[config.mk]
export PLATFORM = sky130hd
export DESIGN_NAME = wbm_unit
export DESIGN_NICKNAME = d
export VERILOG_FILES = /design/src/inc/wbm_pkg.sv /design/src/logic/wbm_clamp.sv /design/src/logic/wbm_unit.sv
export SDC_FILE = /design/constraint.sdc
export NUM_CORES = 1
export LEC_CHECK = 0
export ABC_CLOCK_PERIOD_IN_PS = 9500
export BUFFER_PORTS_ARGS = -buffer_cell sky130_fd_sc_hd__buf_2
export CORE_MARGIN = 2
export CORE_UTILIZATION = 45
export DETAILED_ROUTE_END_ITERATION = 10
export HOLD_SLACK_MARGIN = 0.12
export PLACE_DENSITY = 0.65
export SYNTH_ARGS = -nofsm -noshare
export SYNTH_HDL_FRONTEND = slang
export SYNTH_SLANG_ARGS = --single-unit
[constraint.sdc]
create_clock -name clk_i -period 9.5 [get_ports clk_i]
set_input_delay 1.425 -clock clk_i [delete_from_list [all_inputs] [get_ports clk_i]]
set_output_delay 1.425 -clock clk_i [all_outputs]
set_load 0.02 [all_outputs]
[src/inc/wbm_pkg.sv]
// shared constants and types of the word and bit manipulation unit
package wbm_pkg;

    localparam logic [15:0] WBM_ERR_RANGE    = 16'h2003;
    localparam logic [15:0] WBM_ERR_OPERAND  = 16'h200B;
    localparam logic [15:0] WBM_ERR_CODE_RST = 16'h0000;

    localparam logic [15:0] WBM_PACK_MIN     = 16'h0001;
    localparam logic [15:0] WBM_PACK_MAX     = 16'h0004;
    localparam logic [15:0] WBM_SUM_MAX      = 16'h0100;
    localparam logic [15:0] WBM_SUM_WIDE_MAX = 16'h0080;
    localparam logic [15:0] WBM_BIT_MAX      = 16'h000F;
    localparam logic [15:0] WBM_BLOCK_RESET_OP_MAX    = 16'h0400;

    localparam int          WBM_NIB_W        = 4;
    localparam int          WBM_CNT_W        = 11;

    typedef enum logic [2:0] {
        nibble_pack_op      = 3'h0,
        block_sum_op        = 3'h1,
        block_sum_wide_op   = 3'h2,
        bit_set_op          = 3'h3,
        bit_clear_op        = 3'h4,
        block_reset_op      = 3'h5,
        bound_clamp_wide_op = 3'h6
    } wbm_op_e;

    typedef enum logic [1:0] {
        WBM_LEN_WORD   = 2'h0,
        WBM_LEN_DOUBLE = 2'h1,
        WBM_LEN_LONG   = 2'h2
    } wbm_len_e;

    typedef struct packed {
        logic        valid;
        wbm_op_e     op;
        logic        tc_target;
        logic [15:0] src;
        logic [15:0] dst;
        logic [15:0] src_end;
        logic [15:0] dst_end;
        logic [15:0] count;
        logic [31:0] opa;
        logic [31:0] opb;
        logic [31:0] opc;
    } wbm_cmd_s;

    typedef struct packed {
        logic        en;
        logic [15:0] addr;
        wbm_len_e    len;
        logic        aux_clr;
        logic [63:0] data;
    } wbm_wr_s;

endpackage

[src/logic/wbm_clamp.sv]
// signed bound clamp with bound order check
`timescale 1ns/10ps
`default_nettype none
module wbm_clamp #(
    parameter int W = 32
) (
    // operands
    input  wire logic [W-1:0] lo_i,
    input  wire logic [W-1:0] hi_i,
    input  wire logic [W-1:0] x_i,
    // result
    output logic      [W-1:0] y_o,
    output logic              bad_o
);
    if (W < 2) begin : g_chk
        $error("clamp width too small");
    end

    assign bad_o = $signed(lo_i) > $signed(hi_i);

    always_comb begin
        if ($signed(x_i) < $signed(lo_i)) begin
            y_o = lo_i;
        end else if ($signed(x_i) > $signed(hi_i)) begin
            y_o = hi_i;
        end else begin
            y_o = x_i;
        end
    end
endmodule
`default_nettype wire

[src/logic/wbm_unit.sv]
// word and bit manipulation execution unit
`timescale 1ns/10ps
`default_nettype none
module wbm_unit
    import wbm_pkg::*;
#(
    parameter int DW = 32
) (
    // clock and reset
    input  wire logic               clk_i,
    input  wire logic               rst_n_i,
    // command from sequencer
    input  wire wbm_pkg::wbm_cmd_s  cmd_i,
    output logic                    busy_o,
    output logic                    done_o,
    // source word stream
    input  wire logic               src_valid_i,
    input  wire logic [DW-1:0]      src_data_i,
    output logic                    src_ready_o,
    // destination write port
    output wbm_pkg::wbm_wr_s        wr_o,
    // error status
    input  wire logic               err_clr_i,
    output logic                    operation_error_flag_o,
    output logic [15:0]             error_code_register_o
);
    import wbm_pkg::*;

    if (DW != 32) begin : g_chk
        $error("source width must be 32");
    end

    typedef enum logic [2:0] {
        ST_IDLE  = 3'b001,
        ST_FETCH = 3'b010,
        ST_CLEAR = 3'b100
    } wbm_st_e;

    wbm_st_e               state_q;
    wbm_op_e               op_q;
    logic                  tc_q;
    logic [WBM_CNT_W-1:0]  cnt_q;
    logic [1:0]            nib_q;
    logic [15:0]           addr_q;
    logic [15:0]           pack_q;
    logic [63:0]           acc_q;
    logic [63:0]           acc_d;
    logic [15:0]           pack_d;
    wbm_wr_s               wr_q;
    logic                  busy_q;
    logic                  done_q;
    logic                  rdy_q;
    logic                  flag_q;
    logic [15:0]           code_q;

    logic                  take;
    logic                  beat;
    logic                  last_beat;
    logic signed [16:0]    ns;
    logic                  cnt_bad;
    logic                  rng_bad;
    logic [17:0]           src_w;
    logic [17:0]           dst_w;
    logic [31:0]           clamp_y;
    logic                  clamp_bad;
    logic [15:0]           bit_mask;
    logic [63:0]           src_ext;

    assign take      = cmd_i.valid && !busy_q;
    assign beat      = src_valid_i && rdy_q;
    assign last_beat = beat && (cnt_q == WBM_CNT_W'(1));
    assign ns        = $signed({1'b0, cmd_i.count});
    assign bit_mask  = 16'h0001 << cmd_i.count[3:0];

    wbm_clamp #(
        .W      (32)
    ) u_clamp (
        .lo_i   (cmd_i.opa),
        .hi_i   (cmd_i.opb),
        .x_i    (cmd_i.opc),
        .y_o    (clamp_y),
        .bad_o  (clamp_bad)
    );

    // count and index limits per operation
    always_comb begin
        case (cmd_i.op)
            nibble_pack_op:    cnt_bad = ns < 17'sd1 || cmd_i.count > WBM_PACK_MAX;
            block_sum_op:      cnt_bad = ns < 17'sd1 || cmd_i.count > WBM_SUM_MAX;
            block_sum_wide_op: cnt_bad = ns < 17'sd1 || cmd_i.count > WBM_SUM_WIDE_MAX;
            bit_set_op,
            bit_clear_op:      cnt_bad = cmd_i.count > WBM_BIT_MAX;
            block_reset_op:    cnt_bad = ns < 17'sd1 || cmd_i.count > WBM_BLOCK_RESET_OP_MAX;
            default:           cnt_bad = 1'b0;
        endcase
    end

    // block footprints in words
    always_comb begin
        case (cmd_i.op)
            nibble_pack_op:    begin src_w = {2'h0, cmd_i.count};       dst_w = 18'h1; end
            block_sum_op:      begin src_w = {2'h0, cmd_i.count};       dst_w = 18'h2; end
            block_sum_wide_op: begin src_w = {1'h0, cmd_i.count, 1'b0}; dst_w = 18'h4; end
            block_reset_op:    begin src_w = 18'h0; dst_w = {2'h0, cmd_i.count}; end
            bound_clamp_wide_op: begin src_w = 18'h0; dst_w = 18'h2; end
            default:           begin src_w = 18'h0; dst_w = 18'h1; end
        endcase
    end

    always_comb begin
        rng_bad = ({2'h0, cmd_i.dst} + dst_w - 18'h1) > {2'h0, cmd_i.dst_end};
        if (src_w != 18'h0 && ({2'h0, cmd_i.src} + src_w - 18'h1) > {2'h0, cmd_i.src_end}) begin
            rng_bad = 1'b1;
        end
        // crossed bounds count as range fault
        if (cmd_i.op == bound_clamp_wide_op && clamp_bad) begin
            rng_bad = 1'b1;
        end
    end

    // narrow sources sign extend from bit 15
    always_comb begin
        if (op_q == block_sum_wide_op) begin
            src_ext = {{32{src_data_i[31]}}, src_data_i};
        end else begin
            src_ext = {{48{src_data_i[15]}}, src_data_i[15:0]};
        end
    end

    assign acc_d  = acc_q + src_ext;
    always_comb begin
        pack_d = pack_q;
        pack_d[nib_q*WBM_NIB_W +: WBM_NIB_W] = src_data_i[WBM_NIB_W-1:0];
    end

    // sequencing
    always_ff @(posedge clk_i or negedge rst_n_i) begin
        if (!rst_n_i) begin
            state_q <= ST_IDLE;
            op_q    <= nibble_pack_op;
            tc_q    <= 1'b0;
            cnt_q   <= '0;
            addr_q  <= 16'h0000;
            busy_q  <= 1'b0;
            rdy_q   <= 1'b0;
        end else begin
            case (state_q)
                ST_IDLE: begin
                    if (take && !cnt_bad && !rng_bad) begin
                        op_q   <= cmd_i.op;
                        tc_q   <= cmd_i.tc_target;
                        cnt_q  <= cmd_i.count[WBM_CNT_W-1:0];
                        addr_q <= cmd_i.dst;
                        if (cmd_i.op == block_reset_op) begin
                            state_q <= ST_CLEAR;
                            busy_q  <= 1'b1;
                        end else if (cmd_i.op == nibble_pack_op || cmd_i.op == block_sum_op
                                     || cmd_i.op == block_sum_wide_op) begin
                            state_q <= ST_FETCH;
                            busy_q  <= 1'b1;
                            rdy_q   <= 1'b1;
                        end
                    end
                end
                ST_FETCH: begin
                    if (beat) begin
                        cnt_q <= cnt_q - WBM_CNT_W'(1);
                    end
                    if (last_beat) begin
                        state_q <= ST_IDLE;
                        busy_q  <= 1'b0;
                        rdy_q   <= 1'b0;
                    end
                end
                ST_CLEAR: begin
                    cnt_q  <= cnt_q - WBM_CNT_W'(1);
                    addr_q <= addr_q + 16'h0001;
                    if (cnt_q == WBM_CNT_W'(1)) begin
                        state_q <= ST_IDLE;
                        busy_q  <= 1'b0;
                    end
                end
                default: begin
                    state_q <= ST_IDLE;
                    busy_q  <= 1'b0;
                    rdy_q   <= 1'b0;
                end
            endcase
        end
    end

    // gathered data
    always_ff @(posedge clk_i or negedge rst_n_i) begin
        if (!rst_n_i) begin
            acc_q  <= 64'h0;
            pack_q <= 16'h0000;
            nib_q  <= 2'h0;
        end else if (state_q == ST_IDLE) begin
            acc_q  <= 64'h0;
            pack_q <= 16'h0000;
            nib_q  <= 2'h0;
        end else if (beat) begin
            acc_q  <= acc_d;
            pack_q <= pack_d;
            nib_q  <= nib_q + 2'h1;
        end
    end

    // destination writes; error paths only pulse done here, never write
    always_ff @(posedge clk_i or negedge rst_n_i) begin
        if (!rst_n_i) begin
            wr_q   <= '0;
            done_q <= 1'b0;
        end else begin
            wr_q.en      <= 1'b0;
            wr_q.aux_clr <= 1'b0;
            done_q       <= 1'b0;
            if (state_q == ST_IDLE && take) begin
                done_q    <= cnt_bad || rng_bad;
                wr_q.addr <= cmd_i.dst;
                wr_q.len  <= WBM_LEN_WORD;
                if (!cnt_bad && !rng_bad) begin
                    case (cmd_i.op)
                        bit_set_op: begin
                            wr_q.en   <= 1'b1;
                            wr_q.data <= {48'h0, cmd_i.opa[15:0] | bit_mask};
                            done_q    <= 1'b1;
                        end
                        bit_clear_op: begin
                            wr_q.en   <= 1'b1;
                            wr_q.data <= {48'h0, cmd_i.opa[15:0] & ~bit_mask};
                            done_q    <= 1'b1;
                        end
                        bound_clamp_wide_op: begin
                            wr_q.en   <= 1'b1;
                            wr_q.len  <= WBM_LEN_DOUBLE;
                            wr_q.data <= {32'h0, clamp_y};
                            done_q    <= 1'b1;
                        end
                        default: begin
                            wr_q.en <= 1'b0;
                        end
                    endcase
                end
            end else if (state_q == ST_FETCH && last_beat) begin
                wr_q.en   <= 1'b1;
                wr_q.addr <= addr_q;
                done_q    <= 1'b1;
                if (op_q == nibble_pack_op) begin
                    wr_q.len  <= WBM_LEN_WORD;
                    wr_q.data <= {48'h0, pack_d};
                end else if (op_q == block_sum_wide_op) begin
                    wr_q.len  <= WBM_LEN_LONG;
                    wr_q.data <= acc_d;
                end else begin
                    wr_q.len  <= WBM_LEN_DOUBLE;
                    wr_q.data <= {32'h0, acc_d[31:0]};
                end
            end else if (state_q == ST_CLEAR) begin
                wr_q.en      <= 1'b1;
                wr_q.addr    <= addr_q;
                wr_q.len     <= WBM_LEN_WORD;
                wr_q.data    <= 64'h0;
                wr_q.aux_clr <= tc_q;
                done_q       <= cnt_q == WBM_CNT_W'(1);
            end
        end
    end

    // error flag and code; a new fault wins over a clear
    always_ff @(posedge clk_i or negedge rst_n_i) begin
        if (!rst_n_i) begin
            flag_q <= 1'b0;
            code_q <= WBM_ERR_CODE_RST;
        end else if (take && (cnt_bad || rng_bad)) begin
            flag_q <= 1'b1;
            // operand code first, range code otherwise
            code_q <= cnt_bad ? WBM_ERR_OPERAND : WBM_ERR_RANGE;
        end else if (err_clr_i) begin
            flag_q <= 1'b0;
        end
    end

    assign busy_o                 = busy_q;
    assign done_o                 = done_q;
    assign src_ready_o            = rdy_q;
    assign wr_o                   = wr_q;
    assign operation_error_flag_o = flag_q;
    assign error_code_register_o  = code_q;
endmodule
`default_nettype wire

==> summary.md, run 1 <==
| Metric | Value |
|---|---|
| Vias in the first global route | `around 20,000` |
| DR WL met2 | `~33,000 um` |
| Clock skew | `0.02377 ns` |
| Hold crit path type | `reg -> reg` |
| Chip height | `around 220 um` |
| Layout area overhead | `12.47%` |
| Post-synth cell types | `89` |
| Post-CTS setup buffers | `0` |
| Finish-stage setup viols | `0` |
| Metal3 WL | `approximately 4200 um` |
| Largest net degree at the start of global routing | `86` |
| Vias post-DR | `approximately 21,000` |
| Max Fclk | `122.5 MHz` |
| Max Transition Viols Final | `0` |
| Post-route ant nets | `0` |
| Final-report hold violation count | `0` |
| IO Pins | `321` |
| 1st-iter DRT viols | `1,373` |
| Worst slew pin tran | `1.228 ns` |
| VDD IR-drop max | `0.0001305 V` |
| Crit share post-route | `a little under nine tenths` |
| CTS max path bufs | `3` |
| Synthesized area per cell | `just under 8 um2` |
| Post-synth EDFFs | `0` |
| Biggest fanout along the worst timing path | `33` |
| Post-CTS resize count | `0` |
| Final instance area | `roughly 23,000 um2` |
| Highest routed metal layer | `met4` |
| Fillers | `roughly 4,400` |
| Syn Inst Count | `2,618` |
| Synthesized cell area | `20,670 um2` |
| Area after DPL | `22,520 um2` |
| CP Launch Type | `primary input` |
| FP Rows | `78` |
| Tmin final | `between 8 and 9 ns` |
| Status | `complete, no violations` |
| Global-route wire length before repair | `between 100,000 and 150,000 um` |
| Worst-Skew Late Latency | `0.56 ns` |
| Reg clk slew, reported paths | `0.06 ns` |
| R2R depth | `16` |
| CTS H-tree depth | `1` |
| PortBufs | `308` |
| Number of CTS-inserted buffers | `23` |
| DRC Markers | `0` |
| DRT Pass-1 Iters | `5` |
| Total negative slack | `0 ns` |
| Critical path class | `in -> reg` |
| WL final | `70,130 um` |
| M1 wire length | `roughly 31,000 um` |
| Required time of the critical path | `9.93 ns` |
| Initial Utilization | `45.54%` |
| Pwr/cell area | `about 170 nW/um2` |
| Core region area | `45,380 um2` |
| Final net count | `3,312` |
| Hold buffer count at CTS | `0` |
| Routability cong. | `0.9779` |
| Sequential-to-total area share from yosys stat | `around a quarter` |
| Critical Path Sink Type | `register` |
| Top_reg_cell synth | `dfrtp_1` |
| Leakage | `0.01130 uW` |
| RSZ-0062 raised after global routing | `no` |
| FF+latch count, synth | `206` |
| Gr usage total | `28.69%` |
| DPL Wire Length | `54,650 um` |
| Initial antenna violation count | `2` |
| Syn. warnings | `0` |
| MaxCap Viol Count | `0` |
| CP arrival | `around 8.6 ns` |
| Root Driver | `clkbuf_16` |
| Hold Path Depth | `1` |
| DIE AREA | `47,660 um2` |
| CTS tree | `built` |
| DR WL/cell | `between 20 and 25 um` |
| Grt ovf | `0` |
| Post-DR vias/cell | `6.077` |
| Share of cells above drive strength 1 | `15.63%` |
| Die Width | `218.3 um` |
| Clock Sinks | `206` |
| Asr flop ratio synth | `100.0%` |
| Rel. slew slack | `between 10% and 20%` |
## final cells by class
class	instances	area, um2	area share, %
sequential	206	5156	22.18
tap	600	750.7	3.229
inverter	241	907.1	3.902
clock inverter	12	93.84	0.4037
antenna	2	5.005	0.02153
multi-input combinational	2033	14020	60.29
timing repair buffer	326	1685	7.250
clock buffer	30	631.9	2.718
## layer usage
| layer | GRT usage, % | up-vias |
|---|---|---|
| li1 | - | 9989 |
| met1 | 38.06 | 10120 |
| met2 | 48.00 | 709 |
| met3 | 3.201 | 151 |
| met4 | 10.66 | 0 |
| met5 | 0 | - |
## flip-flops by register name, summed over array words and instances, names as in the netlist
signal / count
state_q: 3
addr_q: 16
pack_q: 16
busy_o: 1
done_o: 1
error_code_register_o: 2
tc_q: 1
op_q: 3
nib_q: 2
cnt_q: 11
acc_q: 64
src_ready_o: 1
wr_o: 84
operation_error_flag_o: 1
## cell usage in the layout, fill, tap and decap left out, types with 48 or more instances in the layout
| cell type | netlist | routed |
|---|---|---|
| ha_1 | 261 | 261 |
| buf_2 | 10 | 307 |
| xnor2_1 | 54 | 54 |
| a21o_1 | 63 | 63 |
| o211ai_1 | 58 | 58 |
| nor3_1 | 57 | 57 |
| inv_1 | 240 | 240 |
| nor2_1 | 185 | 184 |
| a21oi_1 | 242 | 242 |
| nand2_1 | 283 | 282 |
| nand4_1 | 48 | 48 |
| nand3_1 | 69 | 69 |
| dfrtp_1 | 205 | 205 |
| o21ai_0 | 99 | 99 |
## worst max-delay path: stages
cell and delay [ns]:
buf_2 0.46, nor2b_1 0.46, and2_1 0.61, a22oi_1 0.17, ha_1 0.37, inv_1 0.05
ha_1 0.28, a21oi_1 0.24, o2111ai_1 0.23, a31o_2 0.28, a21o_1 0.19, a21o_1 0.17
a21o_1 0.19, a21o_1 0.18, a21oi_1 0.17, xnor2_1 0.09, ha_1 0.33, nand4_1 0.11
nor4_1 0.34, o31ai_1 0.16, nand2_1 0.09, o311a_1 0.19, nor4b_4 0.08, and3_1 0.19
o21ai_4 0.78, inv_4 0.34, mux2_4 0.39
## metrics by stage
step	total power (uW)	worst slack, ns	hold slack [ns]	cells	utilization, %
CTS	3911	1.404	0.4881	3448	51.21
global route	4164	0.7245	0.5022	3450	51.22
floorplan	2423	2.538	0.4474	2629	-
detailed placement	3013	0.8505	0.4685	3406	49.61
global placement	2975	1.187	0.4590	3406	49.61
finish	3909	1.339	0.4854	3450	51.22
## final timing paths
| check | from | slack (ns) | endpoint |
|---|---|---|---|
| worst max register to register | op_q[0] | 3.46 | acc_q[61] |
| worst min register to register | wr_o[38] | 0.49 | wr_o[38] |
| max in group asynchronous | rst_n_i | 6.42 | nib_q[1] |
| worst min-delay path | wr_o[38] | 0.49 | wr_o[38] |
| worst max-delay path | cmd_i[178] | 1.34 | wr_o[26] |
| min in group asynchronous | rst_n_i | 0.92 | acc_q[17] |
## where the power goes
group / internal (uW) / switching (uW)
clock: 476 / 408
combinational: 668 / 1210
sequential: 1020 / 131
## cells by family after synthesis
logic type | share of synthesized area, %
AO/OA/AOI/OAI | 27.36
other | 0.01814
XOR/XNOR | 3.390
AND/OR/NAND/NOR | 18.18
multiplexers | 2.494
buffers and inverters | 7.519
flip-flops | 24.95
adder cells (fa/ha/maj) | 16.09
## Yosys cell counts (12+ instances only)
| cell type | instances | share of area, % |
|---|---|---|
| a211oi_1 | 28 | 1.0 |
| a21boi_0 | 12 | 0.44 |
| a21o_1 | 63 | 2.3 |
| a21oi_1 | 242 | 5.9 |
| a221o_1 | 12 | 0.58 |
| a221oi_1 | 14 | 0.59 |
| a22o_1 | 27 | 1.1 |
| a22oi_1 | 24 | 0.87 |
| a31o_2 | 28 | 1.2 |
| a31oi_1 | 46 | 1.4 |
| a32oi_1 | 22 | 0.93 |
| and2_1 | 15 | 0.45 |
| and3_1 | 19 | 0.58 |
| buf_1 | 14 | 0.25 |
| buf_4 | 15 | 0.54 |
| clkbuf_1 | 108 | 2.0 |
| dfrtp_1 | 205 | 25 |
| ha_1 | 261 | 16 |
| inv_1 | 240 | 4.4 |
| mux2_2 | 12 | 0.65 |
| mux2i_1 | 26 | 1.3 |
| nand2_1 | 283 | 5.1 |
| nand2b_1 | 26 | 0.79 |
| nand3_1 | 69 | 1.7 |
| nand4_1 | 48 | 1.5 |
| nor2_1 | 185 | 3.4 |
| nor2b_1 | 13 | 0.39 |
| nor3_1 | 57 | 1.4 |
| nor4_1 | 13 | 0.39 |
| o211ai_1 | 58 | 2.1 |
| o21a_1 | 17 | 0.62 |
| o21ai_0 | 99 | 2.4 |
| o21bai_1 | 16 | 0.58 |
| o22ai_1 | 16 | 0.48 |
| or2_2 | 12 | 0.36 |
| or3_1 | 21 | 0.64 |
| xnor2_1 | 54 | 2.3 |
| xor2_1 | 26 | 1.1 |
(Power assumes the default switching activity.)
==> inputs of run 2 (changes only) <==
--- a/config.mk
+++ b/config.mk
@@ -6,12 +6,12 @@
 export NUM_CORES = 1
 export LEC_CHECK = 0
 export ABC_CLOCK_PERIOD_IN_PS = 9500
-export BUFFER_PORTS_ARGS = -buffer_cell sky130_fd_sc_hd__buf_2
 export CORE_MARGIN = 2
 export CORE_UTILIZATION = 45
 export DETAILED_ROUTE_END_ITERATION = 10
+export DONT_BUFFER_PORTS = 1
 export HOLD_SLACK_MARGIN = 0.12
-export PLACE_DENSITY = 0.65
+export PLACE_DENSITY = 0.59
 export SYNTH_ARGS = -nofsm -noshare
 export SYNTH_HDL_FRONTEND = slang
 export SYNTH_SLANG_ARGS = --single-unit
==> summary.md, run 2 (same netlist as run 1, synthesis figures left out) <==
| Metric | Value |
|---|---|
| CP Launch Type | `primary input` |
| Leakage | `0.01010 uW` |
| Worst Min Path Start | `tc_q` |
| Pre-CTS WS | `roughly 1.6 ns` |
| Largest register FFs | `84` |
| Total negative slack | `0 ns` |
| Initial Utilization | `45.54%` |
| Clock Sinks | `206` |
| Share of cells above drive strength 1 | `5.577%` |
| Fillers | `4,526` |
| CTS tree | `built` |
| DRC Markers | `0` |
| Most used routing layer | `met2` |
| Required time of the critical path | `9.94 ns` |
| Total Power | `3843 uW` |
| DRT Pass-1 Iters | `8` |
| 1st-iter DRT viols | `1,735` |
| Post-DR vias/cell | `between 6 and 7` |
| DIE AREA | `approximately 48,000 um2` |
| DPL Wire Length | `54,020 um` |
| Reg clk slew, reported paths | `~0.060 ns` |
| DR WL/cell | `22.15 um` |
| M2 GR Usage | `approximately 46%` |
| Gr usage total | `28.57%` |
| Critical Path Sink Type | `register` |
| Clock skew | `0.01856 ns` |
| Die Width | `218.3 um` |
| Global-route wire length before repair | `107,700 um` |
| Post-CTS setup buffers | `0` |
| Critical path class | `in -> reg` |
| Chip height | `218.3 um` |
| Met1 Use GR | `38.00%` |
| Grt ovf | `0` |
| Worst slew pin tran | `1.092 ns` |
| Reg-to-reg startpoint | `op_q[0]` |
| FP Rows | `78` |
| Finish-stage setup viols | `0` |
| CTS max path bufs | `3` |
| MaxCap Viol Count | `0` |
| Routability cong. | `0.9372` |
| Final-report hold violation count | `0` |
| Final Worst Setup Slack | `2.165 ns` |
| PortBufs | `0` |
| Vias in the first global route | `18,660` |
| Largest net degree at the start of global routing | `207` |
| Initial antenna violation count | `2` |
| Core region area | `45,380 um2` |
| Biggest fanout along the worst timing path | `33` |
| Final net count | `3,010` |
| Rel. slew slack | `roughly 25%` |
| Post-CTS resize count | `0` |
| Pwr/cell area | `roughly 180 nW/um2` |
| Worst-Skew Late Latency | `around 0.56 ns` |
| CTS H-tree depth | `1` |
| Status | `complete, no violations` |
| Root Driver | `clkbuf_16` |
| Tmin final | `7.335 ns` |
| Post-route ant nets | `0` |
| WL final | `69,750 um` |
| Crit share post-route | `77.22%` |
| Util after Layout | `48.08%` |
| Hold buffer count at CTS | `0` |
| Vias post-DR | `19,550` |
| Met3 Use GR | `between 6 and 7%` |
| Flop-to-flop setup slack | `3.93 ns` |
| VDD IR-drop max | `~0.00015 V` |
| Layout area overhead | `5.575%` |
| RSZ-0062 raised after global routing | `no` |
| Most frequent cells in the layout | `nand2_1 (282), ha_1 (261), a21oi_1 (242), inv_1 (240), dfrtp_1 (205)` |
| IO Pins | `between 300 and 400` |
| Hold crit path type | `reg -> reg` |
| Max Transition Viols Final | `0` |
| CP Launch Point | `cmd_i[178]` |
| Most common cell after layout, fill and taps aside | `nand2_1` |
| Max Fclk | `136.3 MHz` |
| Number of CTS-inserted buffers | `25` |
| CP arrival | `7.77 ns` |
## run 2: where the power goes
part / internal, uW / total [uW] / switching (uW)
clock: 565 / 980 / 415
combinational: 590 / 1580 / 991
sequential: 1020 / 1280 / 265
total: 2170 / 3840 / 1670
## run 2: metal layers
layer | wire [um] | share of wire [%]
met4 | 1924 | 2.8
met5 | 0 | 0
met1 | 30310 | 43
met3 | 5753 | 8.2
met2 | 31760 | 46
## run 2: worst paths after layout
kind / endpoint / cells after the start
max: wr_o[16] / 26
min: wr_o[64] / 1
max reg2reg: acc_q[61] / 15
min reg2reg: wr_o[64] / 1
max in group asynchronous: acc_q[50] / 0
min in group asynchronous: acc_q[19] / 0
## run 2: layout make-up
class / instances / area (um2) / share of cell area (%)
clock buffer: 33 / 685.7 / 3.142
inverter: 241 / 907.1 / 4.157
sequential: 206 / 5156 / 23.63
tap: 600 / 750.7 / 3.440
antenna: 3 / 7.507 / 0.03440
timing repair buffer: 22 / 165.2 / 0.7569
multi-input combinational: 2033 / 14020 / 64.25
clock inverter: 11 / 128.9 / 0.5906
## run 2: critical path: stages
cell and delay, ns:
nor2b_1 0.35, and2_1 0.61, a22oi_1 0.14, ha_1 0.32
inv_1 0.04, ha_1 0.34, nor2b_1 0.16, o31a_1 0.29
o211ai_1 0.34, a21boi_0 0.18, o21a_1 0.21, o21ai_0 0.15
nand2b_1 0.08, a21oi_1 0.18, xnor2_1 0.10, ha_1 0.31
nand4_1 0.14, nor4_1 0.35, nand2_1 0.11, o311a_1 0.16
nor4b_4 0.37, and3_1 0.29, o21ai_4 0.06, buf_4 0.28
inv_4 0.37, mux2_2 0.38
## run 2: per-stage QoR
stage | instance area, um2 | hold slack, ns | std cells
after floorplan | 20710 | 0.4474 | 2629
after global placement | 21000 | 0.4658 | 3102
after detailed placement | 21000 | 0.4730 | 3102
after CTS | 21810 | 0.4862 | 3146
after global routing | 21820 | 0.5035 | 3147
final | 21820 | 0.4830 | 3149
==> inputs of run 3 (changes only) <==
--- a/config.mk
+++ b/config.mk
@@ -5,7 +5,7 @@
 export SDC_FILE = /design/constraint.sdc
 export NUM_CORES = 1
 export LEC_CHECK = 0
-export ABC_CLOCK_PERIOD_IN_PS = 9500
+export ABC_CLOCK_PERIOD_IN_PS = 7200
 export CORE_MARGIN = 2
 export CORE_UTILIZATION = 45
 export DETAILED_ROUTE_END_ITERATION = 10
==> constraint.sdc (replaced) <==
create_clock -name clk_i -period 7.2 [get_ports clk_i]
set_input_delay 1.08 -clock clk_i [delete_from_list [all_inputs] [get_ports clk_i]]
set_output_delay 1.08 -clock clk_i [all_outputs]
set_load 0.02 [all_outputs]
==> summary.md, run 3 (same netlist as run 1, synthesis figures left out) <==
| Metric | Value |
|---|---|
| CP arrival | `6.77 ns` |
| Post-route ant nets | `0` |
| CP Launch Point | `cmd_i[178]` |
| Reg2reg end | `acc_q[61]` |
| R2R depth | `15` |
| 1st-iter DRT viols | `~1,700` |
| DR WL/cell | `22.19 um` |
| Pwr/cell area | `~230 nW/um2` |
| Root Driver | `clkbuf_16` |
| Rel. slew slack | `11.55%` |
| Final net count | `3,011` |
| Post-route insts no fill | `3,149` |
| DRT Pass-1 Iters | `6` |
| Largest register FFs | `84` |
| Post-DR vias/cell | `approximately 6.3` |
| Hold buffer count at CTS | `0` |
| Share of cells above drive strength 1 | `5.614%` |
| Chip height | `218.3 um` |
| Post-Place Cells | `3,104` |
| Max Transition Viols Final | `0` |
| FP Rows | `78` |
| Grt ovf | `0` |
| Tmin final | `about 6.3 ns` |
| Layout area overhead | `5.654%` |
| Initial antenna violation count | `2` |
| Hold crit path type | `in -> async` |
| Status | `complete, no violations` |
| VDD IR-drop max | `0.0001798 V` |
| Number of CTS-inserted buffers | `24` |
| CTS max path bufs | `3` |
| Post-CTS resize count | `0` |
| Gr usage total | `28.70%` |
| Global-route wire length before repair | `108,600 um` |
| Worst slew pin tran | `about 1.3 ns` |
| Total negative slack | `0 ns` |
| RSZ-0062 raised after global routing | `no` |
| Final instance area | `~22,000 um2` |
| DIE AREA | `47,660 um2` |
| Max Fclk | `157.5 MHz` |
| Required time of the critical path | `7.62 ns` |
| Crit share post-route | `between 80 and 90%` |
| Clock Sinks | `206` |
| Vias post-DR | `19,750` |
| CP Launch Type | `primary input` |
| IO Pins | `321` |
| Vias in the first global route | `18,910` |
| Flop-to-flop setup slack | `between 1.5 and 2 ns` |
| Util after Layout | `48.12%` |
| Final-report hold violation count | `0` |
| Biggest fanout along the worst timing path | `33` |
| WL final | `69,880 um` |
| Post-CTS setup buffers | `0` |
| Largest net degree at the start of global routing | `207` |
| Area after DPL | `21,010 um2` |
| Worst-Skew Late Latency | `0.55 ns` |
| Fillers | `4,530` |
| Clock skew | `0.01493 ns` |
| Initial Utilization | `45.54%` |
| CTS H-tree depth | `1` |
| Core region area | `around 45,000 um2` |
| CTS tree | `built` |
| Finish-stage setup viols | `0` |
| DRC Markers | `0` |
| Reg-to-reg startpoint | `op_q[0]` |
| DPL Wire Length | `54,440 um` |
| MaxCap Viol Count | `0` |
| Worst setup path endpoint | `wr_o[16]` |
| Reg clk slew, reported paths | `0.06 ns` |
| Leakage | `around 0.01 uW` |
| PortBufs | `0` |
| Die Width | `roughly 220 um` |
| Critical Path Sink Type | `register` |
| Routability cong. | `0.9664` |
| Most frequent cells in the layout | `nand2_1 (282), ha_1 (261), a21oi_1 (242), inv_1 (240), dfrtp_1 (205)` |
| Most common cell after layout, fill and taps aside | `nand2_1` |
| Critical path class | `in -> reg` |
run 3: changes by cell type in the layout (fill, tap and decap cells not counted):
cell / previous run / this run
clkinv_2: 5 / 2
clkinvlp_4: 2 / 1
inv_16: 1 / 0
diode_2: 3 / 2
clkbuf_16: 25 / 24
clkbuf_8: 3 / 7
buf_4: 22 / 24
clkinv_8: 0 / 1
run 3: worst min path at each step:
| stage | start | endpoint | slack [ns] |
|---|---|---|---|
| global placement | tc_q | tc_q | 0.48 |
| global route | rst_n_i | acc_q[20] | 0.21 |
| detailed placement | tc_q | wr_o[64] | 0.48 |
| finish | rst_n_i | acc_q[18] | 0.24 |
| floorplan | tc_q | wr_o[64] | 0.45 |
| CTS | rst_n_i | acc_q[40] | 0.21 |
run 3: cell type report:
| class | instances | area (um2) | area share (%) |
|---|---|---|---|
| timing repair buffer | 24 | 180.2 | 0.8251 |
| clock buffer | 36 | 715.7 | 3.277 |
| tap | 600 | 750.7 | 3.438 |
| sequential | 206 | 5156 | 23.61 |
| inverter | 241 | 907.1 | 4.154 |
| multi-input combinational | 2033 | 14020 | 64.20 |
| clock inverter | 7 | 102.6 | 0.4698 |
| antenna | 2 | 5.005 | 0.02292 |
run 3: per-layer routing:
| metal | up-vias | track usage (%) | share of wire, % |
|---|---|---|---|
| met1 | 9583 | 38.74 | 44 |
| li1 | 9381 | - | - |
| met4 | 0 | 7.029 | 2.7 |
| met2 | 676 | 46.93 | 45 |
| met5 | - | 0 | 0 |
| met3 | 108 | 5.818 | 7.7 |
run 3: worst max-delay path, stage by stage:
cell and delay [ns]:
nor2b_1 0.34, and2_1 0.30, a22oi_1 0.11, ha_1 0.34, inv_1 0.05, ha_1 0.28, a21oi_1 0.26, o2111ai_1 0.24
a31o_2 0.28, a21o_1 0.19, a21o_1 0.17, a21o_1 0.19, a21o_1 0.18, a21oi_1 0.16, xnor2_1 0.15, ha_1 0.28
nand4_1 0.10, nor4_1 0.07, o31ai_1 0.08, nand2_1 0.09, o311a_1 0.33, nor4b_4 0.36, and3_1 0.30, o21ai_4 0.08
inv_4 0.33, mux2_2 0.38
run 3: where the power goes:
part / total, uW / leakage [uW] / internal [uW] / switching (uW)
Combinational: 2080 / 0.00700 / 780 / 1300
Sequential: 1710 / 0.00271 / 1340 / 366
Clock: 1280 / 0.000400 / 759 / 520
run 3: stage by stage:
stage / hold WS (ns) / setup slack [ns] / total power [uW]
after floorplan: 0.4474 / 0.5831 / 3197
after global placement: 0.4826 / 0.5135 / 3743
after detailed placement: 0.4821 / 0.3524 / 3777
after CTS: 0.2104 / 0.8899 / 5083
after global routing: 0.2090 / 0.4399 / 5408
final: 0.2376 / 0.8513 / 5064
